**src/include/pvs_defs.svh**
```systemverilog
// constants of the output-voltage setpoint register group
`ifndef PVS_DEFS_SVH
`define PVS_DEFS_SVH

`define PVS_CMD_MODE        8'h20
`define PVS_CMD_SETPOINT    8'h21
`define PVS_CMD_CEILING     8'h24
`define PVS_CMD_SLEW        8'h27

`define PVS_MODE_FIELD      3'h0
`define PVS_MODE_EXP        5'h17
`define PVS_SLEW_EXP        5'h1A

`define PVS_MANT_W          12
`define PVS_SLEW_W          11
`define PVS_SP_RESET        12'h100
`define PVS_CEIL_RESET_FULL 12'h34D
`define PVS_CEIL_RESET_HALF 12'h69A
`define PVS_SLEW_RESET      11'h03C
`define PVS_SP_INVALID      16'h0B00

`define PVS_BKT_T0          11'h005
`define PVS_BKT_T1          11'h007
`define PVS_BKT_T2          11'h00C
`define PVS_BKT_T3          11'h011
`define PVS_BKT_T4          11'h019
`define PVS_BKT_T5          11'h02F
`define PVS_BKT_T6          11'h04F
`define PVS_BKT_N           7

`endif

```
**src/include/pvs_pkg.sv**
```systemverilog
// types of the output-voltage setpoint register group
package pvs_pkg;

   typedef struct packed {
      logic        valid;
      logic        write;
      logic [7:0]  code;
      logic [15:0] data;
   } pvs_cmd_t;

   typedef struct packed {
      logic        valid;
      logic        ack;
      logic [15:0] data;
   } pvs_rsp_t;

   typedef struct packed {
      logic cml;
      logic ivd;
      logic invalid_command_fault;
      logic other_condition_flag;
      logic output_voltage_warning_flag;
      logic vout_max_min_warn;
      logic smbalert;
   } pvs_event_t;

   typedef struct packed {
      logic        valid;
      logic [11:0] setpoint;
   } pvs_nvm_t;

   typedef enum logic [1:0] {
      PVS_RAMP_NORMAL   = 2'b00,
      PVS_RAMP_TOFF     = 2'b01,
      PVS_RAMP_SOFT_ON  = 2'b10,
      PVS_RAMP_SOFT_OFF = 2'b11
   } pvs_ramp_state_t;

   typedef enum logic [1:0] {
      PVS_SRC_TRANSITION = 2'b00,
      PVS_SRC_SOFT_START = 2'b01,
      PVS_SRC_SOFT_STOP  = 2'b10
   } pvs_ramp_src_t;

endpackage

```
**src/logic/pvs_slew_bucket.sv**
```systemverilog
// maps the slew mantissa onto one of eight fixed transition rates
`timescale 1ns/1ns
`include "pvs_defs.svh"
module pvs_slew_bucket import pvs_pkg::*; (
   // mantissa in
   input  wire logic [10:0] mantissa,
   // bucket out, 0 = slowest
   output logic      [2:0]  bucket
);

   localparam logic [10:0] THR [`PVS_BKT_N] = '{`PVS_BKT_T0, `PVS_BKT_T1, `PVS_BKT_T2,
      `PVS_BKT_T3, `PVS_BKT_T4, `PVS_BKT_T5, `PVS_BKT_T6};

   logic [`PVS_BKT_N-1:0] above;

   genvar i;
   generate
      for (i = 0; i < `PVS_BKT_N; i++) begin : g_thr
         // negative mantissa falls in the slowest bucket
         assign above[i] = $signed(mantissa) > $signed(THR[i]);
      end
   endgenerate

   always_comb begin
      bucket = 3'h0;
      for (int k = 0; k < `PVS_BKT_N; k++) begin
         bucket = bucket + {2'h0, above[k]};
      end
   end

endmodule

```
**src/logic/pvs_regs.sv**
```systemverilog
// output-voltage setpoint register group with reference computation
// Behaviour
// format descriptor reads mode in bits 7:5, exponent in bits 4:0.
// mode fixed 000 linear, exponent fixed 10111; writes never change them.
// loop slave: four registers unchanged, access NACKed, invalid command, alert.
// reference = setpoint*ratio + trim + enabled margin steps, 2^-9 V counts.
// host keeps setpoint 179..845 at ratio 1, 358..1024 at ratio 0.5.
// setpoint write above 2816 NACKed, old value kept, cml and ivd set.
// setpoint outside min/max window is replaced by the violated limit.
// setpoint resets to 256; bits 15:12 read zero; bits 11:0 writable.
// store-default command copies setpoint into nonvolatile storage.
// ceiling bounds equivalent setpoint after any contributing change; code clamps only the reference word, only while output on.
// largest reference is ceiling times scale ratio; code lets the reference exceed it while output off.
// output on: clamp to ceiling on overshoot or crossed limits, ceiling wins.
// on limit violation raise other, voltage warning, max/min warning, alert.
// ratio 1: ceiling defaults 845, host keeps it 282..845.
// ratio 0.5: ceiling defaults 1690, host keeps it 564..1690.
// transition slope for normal and turn-off wait; soft ramps use own rates.
// slew value maps into one of eight fixed-rate buckets.
// slew register: exponent 15:11 read-only, mantissa 10:0 writable.
// slew exponent fixed 11010, mantissa defaults to 60.
// bucket thresholds 5, 7, 12, 17, 25, 47, 79 on the mantissa.
// 16-bit registers moved as words low byte first, descriptor as a byte.
`timescale 1ns/1ns
`include "pvs_defs.svh"
module pvs_regs import pvs_pkg::*; (
   // clock and reset
   input  wire logic                   sys_clk,
   input  wire logic                   rst_n,
   // decoded bus command and its answer
   input  wire pvs_cmd_t               cmd_in,
   output logic                        cmd_hit,
   output pvs_rsp_t                    rsp_out,
   // configuration from the rest of the device
   input  wire logic                   loop_slave_pin,
   input  wire logic                   scale_half,
   input  wire logic [11:0]            vout_min_word,
   input  wire logic signed [15:0]     trim_offset,
   input  wire logic signed [15:0]     upper_margin_step,
   input  wire logic signed [15:0]     lower_margin_step,
   input  wire logic                   margin_high_en,
   input  wire logic                   margin_low_en,
   input  wire logic                   output_on,
   input  wire logic                   store_default_all,
   input  wire pvs_ramp_state_t        ramp_state,
   // reference and ramp control
   output logic [15:0]                 error_amp_reference_word,
   output logic signed [17:0]          equivalent_output_setpoint,
   output logic                        ref_clamped,
   output logic [2:0]                  slew_bucket,
   output pvs_ramp_src_t               ramp_src,
   // nonvolatile store and status events
   output pvs_nvm_t                    nvm_store,
   output pvs_event_t                  events
);

   // applies the scale-loop ratio; 0.5 is a right shift
   function automatic logic signed [17:0] pvs_scale(input logic [11:0] v, input logic half);
      logic [11:0] s;
      s = half ? {1'b0, v[11:1]} : v;
      return $signed({6'h00, s});
   endfunction

   function automatic logic pvs_is_own(input logic [7:0] c);
      return (c == `PVS_CMD_MODE) || (c == `PVS_CMD_SETPOINT) ||
             (c == `PVS_CMD_CEILING) || (c == `PVS_CMD_SLEW);
   endfunction

   // loop-slave strap synchroniser
   logic [2:0]  sync_reg;
   logic [2:0]  sync_next;
   logic        slave_reg;
   logic        slave_next;

   // register contents
   logic [11:0] setpoint_reg;
   logic [11:0] setpoint_next;
   logic [11:0] ceiling_reg;
   logic [11:0] ceiling_next;
   logic [10:0] slew_reg;
   logic [10:0] slew_next;
   logic        init_reg;
   logic        init_next;

   // outputs and status
   pvs_rsp_t          rsp_reg;
   pvs_rsp_t          rsp_next;
   pvs_event_t        ev_reg;
   pvs_event_t        ev_next;
   pvs_nvm_t          nvm_reg;
   pvs_nvm_t          nvm_next;
   logic [15:0]       ref_reg;
   logic [15:0]       ref_next;
   logic signed [17:0] equiv_reg;
   logic signed [17:0] equiv_next;
   logic              clamp_reg;
   logic              clamp_next;
   logic              viol_reg;
   logic              viol_next;
   pvs_ramp_src_t     src_reg;
   pvs_ramp_src_t     src_next;

   logic [11:0]        sp_eff;
   logic signed [17:0] max_ref;
   logic signed [17:0] min_ref;
   logic signed [17:0] sum;
   logic               limit_wr;

   always_comb begin
      sync_next  = {sync_reg[1:0], loop_slave_pin};
      slave_next = (sync_reg[1] == sync_reg[2]) ? sync_reg[2] : slave_reg;
   end

   // reference path, recomputed every cycle so any input change is bounded while output_on is high
   always_comb begin
      if (ceiling_reg <= vout_min_word) begin
         sp_eff = ceiling_reg;
      end else if (setpoint_reg > ceiling_reg) begin
         sp_eff = ceiling_reg;
      end else if (setpoint_reg < vout_min_word) begin
         sp_eff = vout_min_word;
      end else begin
         sp_eff = setpoint_reg;
      end
      max_ref = pvs_scale(ceiling_reg, scale_half);
      min_ref = pvs_scale(vout_min_word, scale_half);
      sum = pvs_scale(sp_eff, scale_half) + 18'(trim_offset);
      if (margin_high_en) begin
         sum = sum + 18'(upper_margin_step);
      end
      if (margin_low_en) begin
         sum = sum + 18'(lower_margin_step);
      end
      equiv_next = sum;
      viol_next  = output_on && ((sum > max_ref) || (ceiling_reg <= vout_min_word) ||
                   (sum < min_ref));
      clamp_next = viol_next;
      if (output_on && ((sum > max_ref) || (ceiling_reg <= vout_min_word))) begin
         ref_next = max_ref[15:0];
      end else if (output_on && (sum < min_ref)) begin
         ref_next = min_ref[15:0];
      end else if (sum < 18'sd0) begin
         ref_next = 16'h0000;
      end else begin
         ref_next = sum[15:0];
      end
   end

   // command handling
   always_comb begin
      setpoint_next = setpoint_reg;
      ceiling_next  = ceiling_reg;
      slew_next     = slew_reg;
      init_next     = 1'b1;
      rsp_next      = '0;
      ev_next       = '0;
      limit_wr      = 1'b0;
      cmd_hit       = pvs_is_own(cmd_in.code);
      if (!init_reg && scale_half) begin
         ceiling_next = `PVS_CEIL_RESET_HALF;
      end
      if (cmd_in.valid && cmd_hit) begin
         rsp_next.valid = 1'b1;
         rsp_next.ack   = 1'b1;
         if (slave_reg) begin
            rsp_next.ack                  = 1'b0;
            ev_next.invalid_command_fault = 1'b1;
            ev_next.smbalert              = 1'b1;
         end else if (cmd_in.write) begin
            if (cmd_in.code == `PVS_CMD_SETPOINT) begin
               if (cmd_in.data > `PVS_SP_INVALID) begin
                  rsp_next.ack = 1'b0;
                  ev_next.cml  = 1'b1;
                  ev_next.ivd  = 1'b1;
               end else begin
                  setpoint_next = cmd_in.data[11:0];
                  limit_wr      = 1'b1;
               end
            end else if (cmd_in.code == `PVS_CMD_CEILING) begin
               ceiling_next = cmd_in.data[11:0];
               limit_wr     = 1'b1;
            end else if (cmd_in.code == `PVS_CMD_SLEW) begin
               slew_next = cmd_in.data[10:0];
            end
            // descriptor writes are accepted and have no effect
         end else begin
            if (cmd_in.code == `PVS_CMD_MODE) begin
               rsp_next.data = {8'h00, `PVS_MODE_FIELD, `PVS_MODE_EXP};
            end else if (cmd_in.code == `PVS_CMD_SETPOINT) begin
               rsp_next.data = {4'h0, setpoint_reg};
            end else if (cmd_in.code == `PVS_CMD_CEILING) begin
               rsp_next.data = {4'h0, ceiling_reg};
            end else begin
               rsp_next.data = {`PVS_SLEW_EXP, slew_reg};
            end
         end
      end
      if (viol_next && (!viol_reg || limit_wr)) begin
         ev_next.other_condition_flag        = 1'b1;
         ev_next.output_voltage_warning_flag = 1'b1;
         ev_next.vout_max_min_warn           = 1'b1;
         ev_next.smbalert                    = 1'b1;
      end
      nvm_next.valid    = store_default_all;
      nvm_next.setpoint = store_default_all ? setpoint_reg : nvm_reg.setpoint;
      if (ramp_state == PVS_RAMP_SOFT_ON) begin
         src_next = PVS_SRC_SOFT_START;
      end else if (ramp_state == PVS_RAMP_SOFT_OFF) begin
         src_next = PVS_SRC_SOFT_STOP;
      end else begin
         src_next = PVS_SRC_TRANSITION;
      end
   end

   always_ff @(posedge sys_clk or negedge rst_n) begin
      if (!rst_n) begin
         sync_reg     <= 3'h0;
         slave_reg    <= 1'b0;
         setpoint_reg <= `PVS_SP_RESET;
         ceiling_reg  <= `PVS_CEIL_RESET_FULL;
         slew_reg     <= `PVS_SLEW_RESET;
         init_reg     <= 1'b0;
         rsp_reg      <= '0;
         ev_reg       <= '0;
         nvm_reg      <= '0;
         ref_reg      <= 16'h0000;
         equiv_reg    <= 18'sd0;
         clamp_reg    <= 1'b0;
         viol_reg     <= 1'b0;
         src_reg      <= PVS_SRC_TRANSITION;
      end else begin
         sync_reg     <= sync_next;
         slave_reg    <= slave_next;
         setpoint_reg <= setpoint_next;
         ceiling_reg  <= ceiling_next;
         slew_reg     <= slew_next;
         init_reg     <= init_next;
         rsp_reg      <= rsp_next;
         ev_reg       <= ev_next;
         nvm_reg      <= nvm_next;
         ref_reg      <= ref_next;
         equiv_reg    <= equiv_next;
         clamp_reg    <= clamp_next;
         viol_reg     <= viol_next;
         src_reg      <= src_next;
      end
   end

   pvs_slew_bucket u_bucket (
      .mantissa (slew_reg),
      .bucket   (slew_bucket)
   );

   assign rsp_out                    = rsp_reg;
   assign events                     = ev_reg;
   assign nvm_store                  = nvm_reg;
   assign error_amp_reference_word   = ref_reg;
   assign equivalent_output_setpoint = equiv_reg;
   assign ref_clamped                = clamp_reg;
   assign ramp_src                   = src_reg;

endmodule

```
**config.mk**
```make
export PLATFORM = sky130hd
export DESIGN_NAME = pvs_regs
export DESIGN_NICKNAME = d
export VERILOG_FILES = /design/src/include/pvs_pkg.sv /design/src/logic/pvs_slew_bucket.sv /design/src/logic/pvs_regs.sv
export VERILOG_INCLUDE_DIRS = /design/src /design/src/include
export SDC_FILE = /design/constraint.sdc
export NUM_CORES = 1
export LEC_CHECK = 0
export BUFFER_PORTS_ARGS = -buffer_cell sky130_fd_sc_hd__buf_2
export CORE_UTILIZATION = 40
export CTS_CLUSTER_DIAMETER = 120
export DETAILED_ROUTE_END_ITERATION = 12
export GPL_TIMING_DRIVEN = 1
export HOLD_SLACK_MARGIN = 0.06
export PLACE_DENSITY = 0.66
export REMOVE_ABC_BUFFERS = 1
export SLEW_MARGIN = 5
export SYNTH_ARGS = -nofsm -noshare
export SYNTH_HDL_FRONTEND = slang
export SYNTH_SLANG_ARGS = --single-unit
```
**constraint.sdc**
```tcl
create_clock -name sys_clk -period 15.8 [get_ports sys_clk]
set_clock_uncertainty 0.15 [all_clocks]
set_input_delay 2.37 -clock sys_clk [delete_from_list [all_inputs] [get_ports sys_clk]]
set_output_delay 2.37 -clock sys_clk [all_outputs]
set_load 0.03 [all_outputs]
```
==> impl_summary.txt, run 1 <==
----------------------------------------------------
[CTS]
  CTS tree ... built
  Clock tree root buffer cell ... clkbuf_16
  Deepest level of the CTS H-tree ... 3
  Clock Sinks ... 109
  CTS Hold Bufs ... 0
  Number of buffers added by the clock tree synthesis step ... 9
  Clock insertion delay at the later pin of the skew report ... 350 ps
  Buffers inserted during post-CTS setup optimization ... 0
  Reg clk slew, reported paths ... 80 ps
  CTS-repair resized insts ... 0
  Number of buffers on the longest clock path ... 2

[Global route]
  Total congestion overflow after global routing ... 0
  Pin count of the biggest net entering global routing ... 75
  Gr usage total ... 0.225
  Number of antenna violations at the first check in global routing ... 3
  First-pass GRT wire length ... 42.0 mm
  Via count of the first global-routing pass ... 7969

[STA]
  Final setup violation count ... 0
  Worst-margin pin slew ... 1010 ps
  Pins Over Slew Limit ... 0
  Accumulated negative setup slack ... 0 ps
  Minimum clock period ... 11610 ps
  Achievable Freq ... 86.1 MHz
  Portion of the clock cycle consumed by the worst path in the final layout ... 0.735
  Hold violation total from the final report ... 0
  Worst max-slew margin expressed relative to the limit ... 0.328
  Hold WS ... 198 ps
  RSZ-0062 raised after global routing ... no

[Power and ir drop]
  Combinational Power Share ... 0.546
  Static leakage power ... 5.40 nW
  Peak VDD IR ... 68.1 uV
  Proportion of power drawn by flip-flops and latches ... 0.257
  Overall power ... 0.00129 W
  Clock network fraction of total power ... 0.198
  Internal portion of total power ... 0.000732 W
  NetSw ... 0.000555 W
  Proportion of total power due to net switching ... 0.431
  Pwr Density ... 119 nW/um^2

[Yosys]
  Post-Syn Area ... 9330 um^2
  Warning count from the yosys run ... 0
  Cells after Synth ... 1006
  Total of flip-flops plus latches after synthesis ... 109
  Post-Syn Area per Cell ... 9.28 um^2
  Sequential cell area fraction in the yosys report ... 0.294
  Number of distinct library cells after synthesis ... 86
  Most used flip-flop cell after synthesis ... dfrtp_1
  Share of synthesized flip-flops with an asynchronous set or reset ... 1.00
  Number of synthesized flops with an enable pin ... 0

[Floorplan]
  Area of the core ... 22800 um^2
  Number of ports placed on the die boundary ... 175
  Row Count ... 55
  Area of the die ... 23900 um^2
  Effective utilization at floorplan ... 0.410
  Die width ... 155 um
  Height of the chip ... 155 um

[Layout]
  Combined flip-flop and latch cell area ... 2740 um^2
  Finished Layout Cells ... 1474
  Most frequent cells in the layout ... buf_2, ha_1, dfrtp_1
  Number of flip-flops in the largest register ... 18
  Post-synthesis to final-layout area growth ... 15.5%
  Multi-input combinational cell area ... 6160 um^2
  Most frequent standard cell in the layout excluding fill and tap cells ... buf_2
  Filler Cell Count ... 2154
  Post-layout nets ... 1363
  Share of cells above drive strength 1 ... 0.251

[Critical path]
  Critical path data required time ... 15880 ps
  Slowest cell on the critical path ... and2_1
  Crit path launch type ... input pin
  Crit path largest cell delay ... 690 ps
  Crit path max fanout ... 24
  Crit path arrival time ... 11690 ps
  CP Capture Type ... flip-flop
  Kind of critical path ... in2reg
  Critical path's most frequent cell ... ha_1

[Job]
  Total of max-cap violations ... 0

[Route]
  DR WL/cell ... 18.0 um
  Number of violations reported at the end of detailed-routing iteration 0 ... 527
  Number of nets with antenna violations after routing ... 0
  Highest metal layer with signal wires ... met4
  WL met3 ... 1.35 mm
  Total iterations of the first detailed-routing run ... 5
  Vias ... 8087
  Detail Route met2 WL ... 12.2 mm
  Post-detailed-route via-to-cell ratio ... 5.49
  Wirelength, routed ... 26.5 mm
  Residual DRC ... 0
  Met1 Routed Length ... 12.2 mm

[Placement]
  Half-perimeter wire length after detailed placement ... 21.6 mm
  Placed instance count ... 1455
  Final weighted congestion in routability-driven placement ... 0.952
  Number of buffers added on ports ... 173

[Run status]
  Outcome ... complete, no violations

[Min path]
  Type of the worst min-delay path ... reg2reg

----------------------------------------------------
[power groups by stage]
stage                     logic [W]  registers, W  clock network, W
final                      0.000702      0.000330          0.000254
after global routing       0.000776      0.000333          0.000270
after CTS                  0.000701      0.000330          0.000260
after detailed placement   0.000698      0.000336                 0
after global placement     0.000692      0.000336                 0
after floorplan            0.000435      0.000409                 0
[critical path, delay by kind of cell]
family	cells	cell delay, ps
compound gates	17	3980
xor+xnor	3	490
fa+ha+maj	5	1760
buf+inv	2	160
mux	3	730
simple gates	9	2180
[synthesized netlist by cell type (14+ instances only)]
| cell | count | area share |
|---|---|---|
| a21o_1 | 39 | 0.031 |
| a21oi_1 | 72 | 0.039 |
| clkbuf_1 | 24 | 0.0097 |
| dfrtp_1 | 98 | 0.26 |
| ha_1 | 108 | 0.14 |
| inv_1 | 64 | 0.026 |
| mux2_2 | 53 | 0.064 |
| mux2i_1 | 42 | 0.045 |
| nand2_1 | 76 | 0.031 |
| nand2b_1 | 15 | 0.010 |
| nand4_1 | 14 | 0.0094 |
| nor2_1 | 67 | 0.027 |
| nor3_1 | 18 | 0.0097 |
| o21ai_0 | 38 | 0.020 |
| xnor2_1 | 17 | 0.016 |
| xor2_1 | 16 | 0.015 |
[final timing paths]
| kind | slack (ps) | to | startpoint | cells past startpoint |
|---|---|---|---|---|
| max | 4190 | error_amp_reference_word[0]$_DFF_PN0_ | vout_min_word[10] | 39 |
| min | 200 | sync_reg[1]$_DFF_PN0_ | sync_reg[0]$_DFF_PN0_ | 0 |
| max reg2reg | 5790 | error_amp_reference_word[0]$_DFF_PN0_ | ceiling_reg[1]$_DFF_PN0_ | 40 |
| min reg2reg | 200 | sync_reg[1]$_DFF_PN0_ | sync_reg[0]$_DFF_PN0_ | 0 |
| max in group asynchronous | 12400 | init_reg$_DFF_PN0_ | rst_n | 2 |
| min in group asynchronous | 1820 | ramp_src[1]$_DFF_PN0_ | rst_n | 1 |
[layer usage]
layer,vias up,track usage
li1,3997,-
met1,3827,0.305
met2,227,0.363
met3,36,0.0359
met4,0,0.0759
met5,-,0
[cells by family (layout without fill, tap and decap cells)]
group / Yosys count / count (layout) / share of synthesized area
AO/OA/AOI/OAI: 284 / 284 / 0.214
adder cells (fa/ha/maj): 115 / 115 / 0.159
AND/OR/NAND/NOR: 254 / 254 / 0.135
XOR/XNOR: 34 / 34 / 0.0327
buffers and inverters: 105 / 257 / 0.0459
multiplexers: 103 / 103 / 0.119
flip-flops: 109 / 109 / 0.294
other: 2 / 5 / 0.000805
[stage by stage]
step | setup slack, ps | utilization | instance area [um^2]
6_report | 4190 | 0.473 | 10800
5_1_grt | 3470 | 0.473 | 10800
4_1_cts | 4270 | 0.473 | 10800
3_5_place_dp | 3930 | 0.458 | 10400
3_3_place_gp | 3980 | 0.458 | 10400
2_1_floorplan | 5130 | - | 9140
[layout make-up]
cell class	instances	area share
clock inverters	5	0.00801
repair buffers	177	0.0833
clock buffers	11	0.0234
inverters	64	0.0223
diodes	3	0.000696
multi-input cells	792	0.572
flip-flops and latches	109	0.254
well taps	313	0.0363
No activity file was read; power rests on OpenSTA's default activity.
==> run 2, diff against run 1 <==
--- a/config.mk
+++ b/config.mk
@@ -12,7 +12,7 @@
 export DETAILED_ROUTE_END_ITERATION = 12
 export GPL_TIMING_DRIVEN = 1
 export HOLD_SLACK_MARGIN = 0.06
-export PLACE_DENSITY = 0.66
+export PLACE_DENSITY = 0.68
 export REMOVE_ABC_BUFFERS = 1
 export SLEW_MARGIN = 5
 export SYNTH_ARGS = -nofsm -noshare
==> constraint.sdc (replaced) <==
create_clock -name sys_clk -period 10.6 [get_ports sys_clk]
set_clock_uncertainty 0.15 [all_clocks]
set_input_delay 1.59 -clock sys_clk [delete_from_list [all_inputs] [get_ports sys_clk]]
set_output_delay 1.59 -clock sys_clk [all_outputs]
set_load 0.03 [all_outputs]
==> impl_summary.txt, run 2 (synthesis results as in run 1) <==
----------------------------------------------------
[Critical path]
  Crit path largest cell delay ... 430 ps (was 690 ps)
  Crit path max fanout ... 7 (was 24)
  Critical path's most frequent cell ... ha_1 (unchanged)
  Slowest cell on the critical path ... ha_2 (was and2_1)
  Kind of critical path ... in2reg (unchanged)
  CP Capture Type ... flip-flop (unchanged)
  Critical path data required time ... 10700 ps (was 15880 ps)
  Length in cells of the worst reg-to-reg path ... 38 (was 40)
  Crit path launch type ... input pin (unchanged)
  Crit path arrival time ... 10140 ps (was 11690 ps)

[Floorplan]
  Area of the core ... 22800 um^2 (unchanged)
  Number of ports placed on the die boundary ... 175 (unchanged)
  Effective utilization at floorplan ... 0.410 (unchanged)
  Height of the chip ... 155 um (unchanged)
  Row Count ... 55 (unchanged)
  Area of the die ... 23900 um^2 (unchanged)
  Die width ... 155 um (unchanged)

[Layout]
  Number of flip-flops in the largest register ... 18 (unchanged)
  Post-layout nets ... 1376 (was 1363)
  Filler Cell Count ... 2186 (was 2154)
  Finished Layout Cells ... 1486 (was 1474)
  Post-synthesis to final-layout area growth ... 16.6% (was 15.5%)
  Most frequent cells in the layout ... buf_2, ha_1, dfrtp_1 (unchanged)
  Final Cell Area ... 10900 um^2 (was 10800 um^2)
  Most frequent standard cell in the layout excluding fill and tap cells ... buf_2 (unchanged)
  Share of cells above drive strength 1 ... 0.263 (was 0.251)

[CTS]
  Number of buffers added by the clock tree synthesis step ... 9 (unchanged)
  Number of buffers on the longest clock path ... 2 (unchanged)
  Deepest level of the CTS H-tree ... 3 (unchanged)
  Clock insertion delay at the later pin of the skew report ... 360 ps (was 350 ps)
  Clock Sinks ... 109 (unchanged)
  Reg clk slew, reported paths ... 70 ps (was 80 ps)
  Clock tree root buffer cell ... clkbuf_16 (unchanged)
  CTS tree ... built (unchanged)

[Min path]
  Depth of the worst hold-timing path ... 0 (unchanged)
  Type of the worst min-delay path ... reg2reg (unchanged)

[Global route]
  Via count of the first global-routing pass ... 7909 (was 7969)
  First-pass GRT wire length ... 41.9 mm (was 42.0 mm)
  Pin count of the biggest net entering global routing ... 60 (was 75)
  Number of antenna violations at the first check in global routing ... 2 (was 3)
  Gr usage total ... 0.226 (was 0.225)
  Total congestion overflow after global routing ... 0 (unchanged)

[STA]
  Final setup violation count ... 0 (unchanged)
  Minimum clock period ... 10040 ps
  Pins Over Slew Limit ... 0 (unchanged)
  Worst max-slew margin expressed relative to the limit ... 0.394 (was 0.328)
  Worst-margin pin slew ... 907 ps (was 1010 ps)
  Achievable Freq ... 99.6 MHz
  Portion of the clock cycle consumed by the worst path in the final layout ... 0.947
  Accumulated negative setup slack ... 0 ps (unchanged)
  Hold violation total from the final report ... 0 (unchanged)

[Placement]
  Number of buffers added on ports ... 173 (unchanged)
  Placed instance count ... 1466 (was 1455)
  Post-placement cell area ... 10500 um^2 (was 10400 um^2)
  Final weighted congestion in routability-driven placement ... 0.970 (was 0.952)
  Half-perimeter wire length after detailed placement ... 21.8 mm (was 21.6 mm)

[Power and ir drop]
  NetSw ... 0.000840 W (was 0.000555 W)
  Proportion of power drawn by flip-flops and latches ... 0.251 (was 0.257)
  Static leakage power ... 5.46 nW (was 5.40 nW)
  Pwr Density ... 178 nW/um^2 (was 119 nW/um^2)
  Combinational Power Share ... 0.562 (was 0.546)
  Overall power ... 0.00193 W (was 0.00129 W)
  Peak VDD IR ... 87.6 uV (was 68.1 uV)
  Internal portion of total power ... 0.00109 W (was 0.000732 W)
  Clock network fraction of total power ... 0.187 (was 0.198)
  Proportion of total power due to net switching ... 0.435 (was 0.431)

[Route]
  Number of nets with antenna violations after routing ... 0 (unchanged)
  Vias ... 8198 (was 8087)
  Post-detailed-route via-to-cell ratio ... 5.52 (was 5.49)
  Total iterations of the first detailed-routing run ... 5 (unchanged)
  DR WL/cell ... 18.0 um (about the same)
  Wirelength, routed ... 26.8 mm (was 26.5 mm)
  Residual DRC ... 0 (unchanged)
  Number of violations reported at the end of detailed-routing iteration 0 ... 475 (was 527)

[Job]
  Total of max-cap violations ... 0 (unchanged)

[Run status]
  Outcome ... complete, no violations (unchanged)

----------------------------------------------------
-- run 2: layout make-up --
cell class              instances  area [um^2]  area share
clock buffers                  11          253      0.0232
flip-flops and latches        109         2740       0.252
diodes                          2         5.00    0.000460
repair buffers                190          996      0.0915
multi-input cells             792         6190       0.569
clock inverters                 5         65.1     0.00598
inverters                      64          240      0.0221
well taps                     313          392      0.0360
-- run 2: timing repair --
action	in CTS	in global routing
hold buffers	0	0
buffers inserted	0	2
endpoints found under the setup margin	0	15
gates resized for setup	0	5
-- run 2: per-layer routing --
layer / routed length (um) / track usage
met1: 12400 / 0.306
met5: 0 / 0
met4: 835 / 0.0811
met2: 12400 / 0.368
met3: 1160 / 0.0291
-- run 2: power by group through the flow --
stage	sequential [W]	combinational [W]	clock, W
after floorplan	0.000609	0.000648	0
after global placement	0.000495	0.00106	0
after detailed placement	0.000495	0.00107	0
after CTS	0.000486	0.00107	0.000367
after global routing	0.000491	0.00120	0.000384
final	0.000486	0.00109	0.000361
-- run 2: final timing paths --
kind / start / slack (ps) / to
max: vout_min_word[1] / 560 / error_amp_reference_word[7]$_DFF_PN0_
min: sync_reg[0]$_DFF_PN0_ / 200 / sync_reg[1]$_DFF_PN0_
max reg2reg: setpoint_reg[1]$_DFFE_PN0P_ / 1490 / error_amp_reference_word[7]$_DFF_PN0_
min reg2reg: sync_reg[0]$_DFF_PN0_ / 200 / sync_reg[1]$_DFF_PN0_
max in group asynchronous: rst_n / 7980 / setpoint_reg[10]$_DFFE_PN0P_
min in group asynchronous: rst_n / 1120 / ramp_src[0]$_DFF_PN0_
-- run 2: stage by stage --
step	setup slack, ps	util	hold slack [ps]
after floorplan	710	-	181
after global placement	85.8	0.462	184
after detailed placement	-112	0.462	191
after CTS	239	0.476	202
after global routing	-4.24	0.478	215
final	563	0.478	202
-- run 2: worst max-delay path, delay by kind of cell --
| family | cells | cell delay [ps] |
|---|---|---|
| AO/OA/AOI/OAI | 18 | 3210 |
| multiplexers | 5 | 1260 |
| XOR/XNOR | 3 | 480 |
| adder cells (fa/ha/maj) | 6 | 2020 |
| AND/OR/NAND/NOR | 5 | 1200 |
| buffers and inverters | 3 | 360 |
